## config.mk

```make
export PLATFORM = sky130hd
export DESIGN_NAME = sdwc_device_flat
export DESIGN_NICKNAME = d
export VERILOG_FILES = /design/src/core/sdwc_pkg.sv /design/src/core/sdwc_spi_if.sv /design/src/core/sdwc_device.sv /design/src/flat_wrapper.sv
export SDC_FILE = /design/constraint.sdc
export NUM_CORES = 1
export LEC_CHECK = 0
export BUFFER_PORTS_ARGS = -buffer_cell sky130_fd_sc_hd__buf_4
export CORE_MARGIN = 4
export CORE_UTILIZATION = 54
export DETAILED_ROUTE_END_ITERATION = 8
export GPL_TIMING_DRIVEN = 1
export PLACE_DENSITY = 0.73
export SYNTH_ARGS = -nofsm -noshare
export SYNTH_HDL_FRONTEND = slang
export SYNTH_SLANG_ARGS = --single-unit
export TNS_END_PERCENT = 5
```

## constraint.sdc

```tcl
create_clock -name clk_in -period 4.27 [get_ports clk_in]
set_input_delay 0 -clock clk_in [delete_from_list [all_inputs] [get_ports clk_in]]
set_output_delay 0 -clock clk_in [all_outputs]
set_load 0.02 [all_outputs]
```

## src/core/sdwc_pkg.sv

```systemverilog
// constants and register map shared by both ends of the dual wiper spi link, and the host phase type.
// assumes a 250 mhz system clock on each end and spi mode 0 on the link.
package sdwc_pkg;

	// system clock
	localparam int CLK_PERIOD_NS = 4;

	// link timing seen from the host (least times, rounded up to whole cycles)
	localparam int SCK_HALF_NS     = 100;
	localparam int LEAD_NS         = 250;
	localparam int LAG_NS          = 250;
	localparam int DESELECT_NS     = 2000;
	localparam int SCK_HALF_CYC    = (SCK_HALF_NS + CLK_PERIOD_NS - 1) / CLK_PERIOD_NS;
	localparam int LEAD_CYC        = (LEAD_NS + CLK_PERIOD_NS - 1) / CLK_PERIOD_NS;
	localparam int LAG_CYC         = (LAG_NS + CLK_PERIOD_NS - 1) / CLK_PERIOD_NS;
	localparam int DESELECT_CYC    = (DESELECT_NS + CLK_PERIOD_NS - 1) / CLK_PERIOD_NS;
	localparam int TIMER_W         = 10;

	// register map
	localparam logic [4:0] ADDR_WIPER0 = 5'h00;
	localparam logic [4:0] ADDR_WIPER1 = 5'h01;
	localparam logic [4:0] ADDR_ACR    = 5'h10;

	// reset values and fields
	localparam logic [7:0] WIPER_RESET    = 8'h40;
	localparam logic [7:0] ACR_RESET      = 8'h40;
	localparam logic [7:0] WIPER_MASK     = 8'h7F;
	localparam logic [7:0] ACR_WRITE_MASK = 8'h42;
	localparam int         ACR_SHUTDOWN_N_BIT_BIT   = 6;
	localparam int         ACR_OD_BIT     = 1;

	// opcode_field values
	localparam logic [2:0] OP_NOP      = 3'h0;
	localparam logic [2:0] OP_ACR_RD   = 3'h1;
	localparam logic [2:0] OP_ACR_WR   = 3'h3;
	localparam logic [2:0] OP_ADDR_RD  = 3'h4;
	localparam logic [2:0] OP_ADDR_WR  = 3'h6;
	localparam logic [2:0] RSP_ECHO_OP = 3'h7;

	// frame layout
	localparam logic [2:0] BYTE_ECHO  = 3'h2;
	localparam logic [2:0] BYTE_VALUE = 3'h3;
	localparam logic [2:0] BYTE_SAT   = 3'h4;
	localparam logic [5:0] WRITE_BITS = 6'h10;
	localparam logic [5:0] READ_BITS  = 6'h20;

	typedef enum {
		SDWC_H_IDLE,
		SDWC_H_LEAD,
		SDWC_H_LOW,
		SDWC_H_HIGH,
		SDWC_H_LAG,
		SDWC_H_GAP
	} sdwc_host_phase_t;

endpackage : sdwc_pkg

```

## src/core/sdwc_spi_if.sv

```systemverilog
// link wires between host and potentiometer device.
// assumes an external pull-up on the data output; released line reads as one.
`timescale 1ns/1ns
interface sdwc_spi_if;
	logic sck;
	logic cs_n;
	logic sdi;
	logic sdo_drv;
	logic sdo_oe_n;
	logic sdo;

	// released line is pulled high, covers both standby and open drain
	assign sdo = sdo_oe_n ? 1'b1 : sdo_drv;

	modport device (
		input  sck,
		input  cs_n,
		input  sdi,
		output sdo_drv,
		output sdo_oe_n
	);

	modport host (
		output sck,
		output cs_n,
		output sdi,
		input  sdo
	);
endinterface : sdwc_spi_if

```

## src/core/sdwc_device.sv

```systemverilog
// potentiometer device end: spi mode 0 slave holding two wiper registers and
// the access control register. assumes the host keeps the link slow against
// clk_in; every link input is synchronised, and the sck and cs_n edges are found in clk_in.
`timescale 1ns/1ns

module sdwc_device
	import sdwc_pkg::*;
(
	input  wire logic       clk_in,
	input  wire logic       resetn_in,
	sdwc_spi_if.device      spi,
	output logic      [7:0] wiper0_position_out,
	output logic      [7:0] wiper1_position_out,
	output logic            shutdown_n_out,
	output logic            open_drain_out
);

	typedef struct packed {
		logic [1:0] sck_sync;
		logic       sck_last;
		logic [1:0] cs_sync;
		logic       cs_last;
		logic [1:0] sdi_sync;
		logic [7:0] shift_in;
		logic [2:0] bit_cnt;
		logic [2:0] byte_cnt;
		logic       odd_byte;
		logic [7:0] instr;
		logic [7:0] wdata;
		logic       have_data;
		logic [4:0] rd_addr;
		logic       rd_pend;
		logic [7:0] shift_out;
		logic       sdo_drv;
		logic       sdo_oe_n;
		logic [7:0] wiper0;
		logic [7:0] wiper1;
		logic [7:0] access_control;
	} sdwc_dev_state_t;

	sdwc_dev_state_t s;
	sdwc_dev_state_t next_s;

	function automatic logic [7:0] sdwc_read_reg(
		input logic [4:0] addr,
		input logic [7:0] w0,
		input logic [7:0] w1,
		input logic [7:0] access_control
	);
		logic [7:0] value;
		value = 8'h00;
		if (addr == ADDR_WIPER0) begin
			value = w0;
		end else if (addr == ADDR_WIPER1) begin
			value = w1;
		end else if (addr == ADDR_ACR) begin
			value = access_control;
		end
		return value;
	endfunction : sdwc_read_reg

	logic       sck;
	logic       cs_n;
	logic       sck_rise;
	logic       sck_fall;
	logic       cs_fall;
	logic       cs_rise;
	logic [7:0] rx_byte;
	logic [2:0] wr_op;
	logic [4:0] wr_addr;
	logic       resp_phase;
	logic       out_bit;

	always_comb begin
		next_s = s;
		// first sync stage is read only by the second
		next_s.sck_sync = {s.sck_sync[0], spi.sck};
		next_s.cs_sync  = {s.cs_sync[0], spi.cs_n};
		next_s.sdi_sync = {s.sdi_sync[0], spi.sdi};
		next_s.sck_last = s.sck_sync[1];
		next_s.cs_last  = s.cs_sync[1];

		sck      = s.sck_sync[1];
		cs_n     = s.cs_sync[1];
		sck_rise = sck & ~s.sck_last;
		sck_fall = ~sck & s.sck_last;
		cs_fall  = ~cs_n & s.cs_last;
		cs_rise  = cs_n & ~s.cs_last;
		rx_byte  = {s.shift_in[6:0], s.sdi_sync[1]};
		wr_op    = s.instr[7:5];
		wr_addr  = s.instr[4:0];

		if (cs_fall) begin
			next_s.bit_cnt   = 3'h0;
			next_s.byte_cnt  = 3'h0;
			next_s.odd_byte  = 1'b0;
			next_s.have_data = 1'b0;
			next_s.rd_pend   = 1'b0;
			next_s.shift_out = 8'h00;
		end else if (cs_rise) begin
			// partial byte is dropped, only whole data bytes count
			next_s.bit_cnt   = 3'h0;
			next_s.have_data = 1'b0;
			next_s.rd_pend   = 1'b0;
			if (s.have_data) begin
				if (wr_op == OP_ACR_WR || (wr_op == OP_ADDR_WR && wr_addr == ADDR_ACR)) begin
					next_s.access_control = s.wdata & ACR_WRITE_MASK;
				end else if (wr_op == OP_ADDR_WR && wr_addr == ADDR_WIPER0) begin
					next_s.wiper0 = s.wdata & WIPER_MASK;
				end else if (wr_op == OP_ADDR_WR && wr_addr == ADDR_WIPER1) begin
					next_s.wiper1 = s.wdata & WIPER_MASK;
				end
			end
		end else if (~cs_n && sck_rise) begin
			next_s.shift_in = rx_byte;
			next_s.bit_cnt  = s.bit_cnt + 3'h1;
			if (s.bit_cnt == 3'h7) begin
				next_s.odd_byte = ~s.odd_byte;
				if (s.byte_cnt != BYTE_SAT) begin
					next_s.byte_cnt = s.byte_cnt + 3'h1;
				end
				if (s.byte_cnt == 3'h0) begin
					next_s.instr = rx_byte;
					if (rx_byte[7:5] == OP_ACR_RD) begin
						next_s.rd_addr = ADDR_ACR;
						next_s.rd_pend = 1'b1;
					end else if (rx_byte[7:5] == OP_ADDR_RD) begin
						next_s.rd_addr = rx_byte[4:0];
						next_s.rd_pend = 1'b1;
					end
				end else if (s.odd_byte) begin
					// more data bytes: the last whole one in an odd byte position wins
					next_s.wdata     = rx_byte;
					next_s.have_data = 1'b1;
				end
			end
		end else if (~cs_n && sck_fall) begin
			if (s.bit_cnt == 3'h0 && s.byte_cnt == BYTE_ECHO) begin
				next_s.shift_out = {RSP_ECHO_OP, s.rd_addr};
			end else if (s.bit_cnt == 3'h0 && s.byte_cnt == BYTE_VALUE) begin
				next_s.shift_out = sdwc_read_reg(s.rd_addr, s.wiper0, s.wiper1, s.access_control);
			end else begin
				next_s.shift_out = {s.shift_out[6:0], 1'b0};
			end
		end

		// drive only while answering a read and selected; the line moves only on
		// sck falls or at deselect, so it never changes while the host samples it
		resp_phase = next_s.rd_pend &
			(next_s.byte_cnt == BYTE_ECHO || next_s.byte_cnt == BYTE_VALUE);
		out_bit = next_s.shift_out[7];
		if (cs_n) begin
			next_s.sdo_drv  = 1'b0;
			next_s.sdo_oe_n = 1'b1;
		end else if (~sck_fall) begin
			next_s.sdo_drv  = s.sdo_drv;
			next_s.sdo_oe_n = s.sdo_oe_n;
		end else if (~resp_phase) begin
			next_s.sdo_drv  = 1'b0;
			next_s.sdo_oe_n = 1'b1;
		end else if (s.access_control[ACR_OD_BIT]) begin
			// open drain: a one is left to the pull-up
			next_s.sdo_drv  = 1'b0;
			next_s.sdo_oe_n = out_bit;
		end else begin
			next_s.sdo_drv  = out_bit;
			next_s.sdo_oe_n = 1'b0;
		end
	end

	always_ff @(posedge clk_in or negedge resetn_in) begin
		if (!resetn_in) begin
			s           <= '0;
			s.sck_sync  <= 2'h0;
			s.cs_sync   <= 2'h3;
			s.cs_last   <= 1'b1;
			s.sdo_oe_n  <= 1'b1;
			s.wiper0    <= WIPER_RESET;
			s.wiper1    <= WIPER_RESET;
			s.access_control       <= ACR_RESET;
		end else begin
			s <= next_s;
		end
	end

	// wiper values stay stored through shutdown; the analog side gates them
	assign wiper0_position_out = s.wiper0;
	assign wiper1_position_out = s.wiper1;
	assign shutdown_n_out      = s.access_control[ACR_SHUTDOWN_N_BIT_BIT];
	assign open_drain_out      = s.access_control[ACR_OD_BIT];
	assign spi.sdo_drv         = s.sdo_drv;
	assign spi.sdo_oe_n        = s.sdo_oe_n;

endmodule : sdwc_device

```

## src/flat_wrapper.sv

```systemverilog
// flat-port wrapper written by rule: the top's interface ports become plain ports
module sdwc_device_flat import sdwc_pkg::*;
  (clk_in, resetn_in, wiper0_position_out, wiper1_position_out, shutdown_n_out, open_drain_out, spi_sck, spi_cs_n, spi_sdi, spi_sdo_drv, spi_sdo_oe_n);
  sdwc_spi_if spi_i ();
  input  wire logic clk_in;
  input  wire logic resetn_in;
  output logic      [7:0] wiper0_position_out;
  output logic      [7:0] wiper1_position_out;
  output logic shutdown_n_out;
  output logic open_drain_out;
  input wire logic [$bits(spi_i.sck)-1:0] spi_sck;
  input wire logic [$bits(spi_i.cs_n)-1:0] spi_cs_n;
  input wire logic [$bits(spi_i.sdi)-1:0] spi_sdi;
  output wire logic [$bits(spi_i.sdo_drv)-1:0] spi_sdo_drv;
  output wire logic [$bits(spi_i.sdo_oe_n)-1:0] spi_sdo_oe_n;
  assign spi_i.sck = spi_sck;
  assign spi_i.cs_n = spi_cs_n;
  assign spi_i.sdi = spi_sdi;
  assign spi_sdo_drv = spi_i.sdo_drv;
  assign spi_sdo_oe_n = spi_i.sdo_oe_n;
  sdwc_device u_core (.clk_in(clk_in), .resetn_in(resetn_in), .spi(spi_i), .wiper0_position_out(wiper0_position_out), .wiper1_position_out(wiper1_position_out), .shutdown_n_out(shutdown_n_out), .open_drain_out(open_drain_out));
endmodule
```

==> results.yml <==
worst_setup_path:
  cp_max_fo: 13
  arrival_ps: 2820
  crit_family: "simple AND/OR/NAND/NOR gates"
  slowest_delay_ps: 750
  reg2reg_from: "u_core.cs_n"
  r2r-end: "u_core.wiper1_position_out[1]"
  crit_path_start_kind: "flip-flop"
  cp.depth: 5
  r2r_slack_ps: 1680
  crit_path_cell_trace: "inv_1 -> ha_1 -> nand3b_1 -> or4b_1 -> mux2_4"
  reg2reg_depth: 5
  endpoint_kind: "flip-flop"
  slowest_stage: "or4b_1"
  cp_num_buf_inv: 1
  required_ps: 4500
  crit_type: "flip-flop to flip-flop"
  crit_start: "u_core.cs_n"
  critPathCapture: "u_core.wiper1_position_out[1]"
cells_and_area:
  n_antenna_cell: 0
  syn2layout_area_growth_pct: 8.69
  fin_nets: 308
  drive_gt1_frac: 0.305
  final_util: 0.616
sta:
  worstMarginPinSlew_ps: 851
  hold_slack_ps: 302
  setup_ws_ps: 1680
  setup_viol: 0
  slew_viol_final: 0
  fmax_ghz: 0.385
  rsz0062_at_grt: "false"
  fin_setup_tns_ps: 0
  report.final.hold_viol_count: 0
  finalCritPeriodShare: 0.608
  period_minus_slack_ps: 2590
  fin_skew_ps: 10.6
  maxSlewHeadroom: 0.433
die:
  core.rowCount: 28
  initial_core_util: 0.566
  fp.dieArea_sq_um: 7660
  dieHeight_microns: 87.5
  pin_count: 25
  fp.coreArea_sq_um: 6030
  fp.dieW_microns: 87.5
placed_design:
  dp_worst_setup_slack_ps: 1690
  post-dp-hpwl_mm: 4.52
  gp_congestion: 0.818
  portBuffers: 22
global_route:
  grt_max_degree: 71
  grt_overflow: 0
  antenna_found_initial: 0
  grt_pass1_wl_mm: 10.8
  grtUsageTotal: 0.188
  grt_pass1_vias: 2138
logic_synthesis:
  synthesis.area_sq_um: 3410
  ys.flop_type: "dfrtp_1"
  yosysUniqueCellTypes: 53
  synth_edf_count: 0
  synth_top_area_cell: "dfrtp_1"
  synthTopCellsByArea: "dfrtp_1, mux2_2, dfstp_2"
  synth-seq-cells: 70
  avgSynthCellArea_sq_um: 12.1
  ys_seq_area_frac: 0.516
  synth_warnings: 0
  async_reset_ff_frac: 1.00
  synth_top_area_share: 0.462
  postSynthCellCount: 283
power_and_ir_drop:
  p_total_mw: 1.29
  p_per_area_nw_per_um2: 347
  p_leak_nw: 1.75
  ir_drop_v: 0.000239
clock_network:
  cts_max_level: 3
  cts_buffers: 9
  post-cts-setup-buffer-count: 0
  cts_buffer_depth: 2
  cts_tree: "yes"
  clk_latency_ps: 340
  clkTransAtPathRegs_ps: 70
  cts_sinks: 70
  clockRootBuffer: "clkbuf_8"
drt:
  via_count: 2114
  firstDrtPassIters: 4
  drt_iter0_markers: 134
  route.met3.wl_microns: 257
  routed_wl_mm: 6.40
  highest_layer: "met4"
  drcViolationCount: 0
  wl_per_cell_microns: 17.2
  drtAntennaViolNets: 0
  wl_met1_mm: 3.11
  dr_wl_met2_mm: 2.93
  viasPerCell: 5.67
run_status:
  outcome: "finished clean"
flow_run:
  drv_cap: 0
worst_hold_path:
  hp-class: "input port to async pin"
[per-layer routing]
| layer | vias to the layer above | track usage |
|---|---|---|
| li1 | 1021 | - |
| met1 | 1043 | 0.263 |
| met2 | 40 | 0.277 |
| met3 | 10 | 0.0520 |
| met4 | 0 | 0.0795 |
| met5 | - | 0 |
[worst reg2reg max path: stages (launching register included)]
cell      delay, ps
dfstp_2         660
inv_1            70
ha_1            340
nand3b_1        280
or4b_1          750
mux2_4          380
[repair_timing]
| item | 4_1_cts | 5_1_grt |
|---|---|---|
| hold buffers | 4 | 0 |
| resized for setup | 0 | 0 |
| endpoints found under the hold margin | 66 | 0 |
[synth_stat cells, types with 2 or more instances]
cell type,instances
nand2_1,20
a21oi_1,4
dfstp_2,7
mux2_4,7
nor3_1,6
o21ai_0,13
o31ai_1,4
and4_1,2
and2_1,2
mux2_2,32
a21boi_0,2
nand4_1,3
nor2b_1,3
a22o_1,4
buf_6,2
nand3b_1,4
dfrtp_1,63
buf_4,19
nand3_1,4
inv_1,9
nor4bb_1,2
a221o_1,2
nand2b_1,3
clkbuf_1,5
or4_1,2
buf_2,2
a211oi_1,5
nor2_1,9
ha_1,10
nor4_1,2
mux2i_1,7
nor3b_1,3
[cells by family after synthesis]
kind of cell,Yosys count,share of synthesized area
buf+inv,38,0.0682
flops,70,0.516
other cells,1,0.00110
fa+ha+maj,10,0.0367
xor+xnor,2,0.00513
simple gates,76,0.136
compound gates,40,0.0799
mux,46,0.157
[power breakdown]
part / total, mW / switching [mW] / internal [mW]
Combinational: 0.0753 / 0.0392 / 0.0361
Sequential: 0.728 / 0.0380 / 0.690
Clock: 0.484 / 0.254 / 0.229
Total: 1.29 / 0.332 / 0.955
[layout make-up]
type	instances	area (sq um)
clock buffers	10	138
clock inverters	6	47.5
fillers	506	2320
inverters	9	33.8
multi-input cells	176	1420
flip-flops and latches	70	1760
well taps	75	93.8
repair buffers	27	213
[metrics by stage]
| step | area [sq um] | instances |
|---|---|---|
| after floorplan | 3420 | 284 |
| after global placement | 3480 | 353 |
| after detailed placement | 3480 | 353 |
| after CTS | 3710 | 373 |
| after global routing | 3710 | 373 |
| final | 3710 | 373 |
[sequential cells by signal (all words and copies together), names as in the netlist]
signal / cells
u_core.wiper0_position_out: 7
u_core.spi.sdo_oe_n: 1
u_core.cs_n: 1
u_core.rx_byte: 8
u_core.spi.sdo_drv: 1
u_core.s: 39
u_core.next_s: 4
u_core.open_drain_out: 1
u_core.wiper1_position_out: 7
u_core.shutdown_n_out: 1
[cells in the final DEF (no fill, tap or decap), types with 2 or more instances in the layout]
cell type,n
nor3_1,6
ha_1,10
dfstp_2,7
conb_1,2
clkbuf_8,10
dfrtp_1,63
dlygate4sd3_1,4
nand3_1,4
clkinv_4,4
or4_1,2
mux2i_1,7
nor2b_1,3
nand4_1,3
mux2_4,7
o31ai_1,4
a22o_1,4
nor3b_1,3
o21ai_0,13
a21boi_0,2
nand2b_1,3
a211oi_1,5
nor2_1,9
and2_1,2
nand3b_1,4
mux2_2,32
inv_1,9
nand2_1,20
a221o_1,2
nor4bb_1,2
nor4_1,2
and4_1,2
a21oi_1,4
buf_4,23
[how the worst min path moves through the flow]
stage	startpoint	end	cells past startpoint
3_3_place_gp	spi_sck	u_core.next_s[79]	1
6_report	resetn_in	u_core.next_s[79]	2
3_5_place_dp	spi_cs_n	u_core.next_s[76]	1
4_1_cts	spi_cs_n	u_core.next_s[76]	2
2_1_floorplan	resetn_in	u_core.next_s[73]	0
5_1_grt	spi_cs_n	u_core.next_s[76]	2
(Power assumes the default switching activity.)
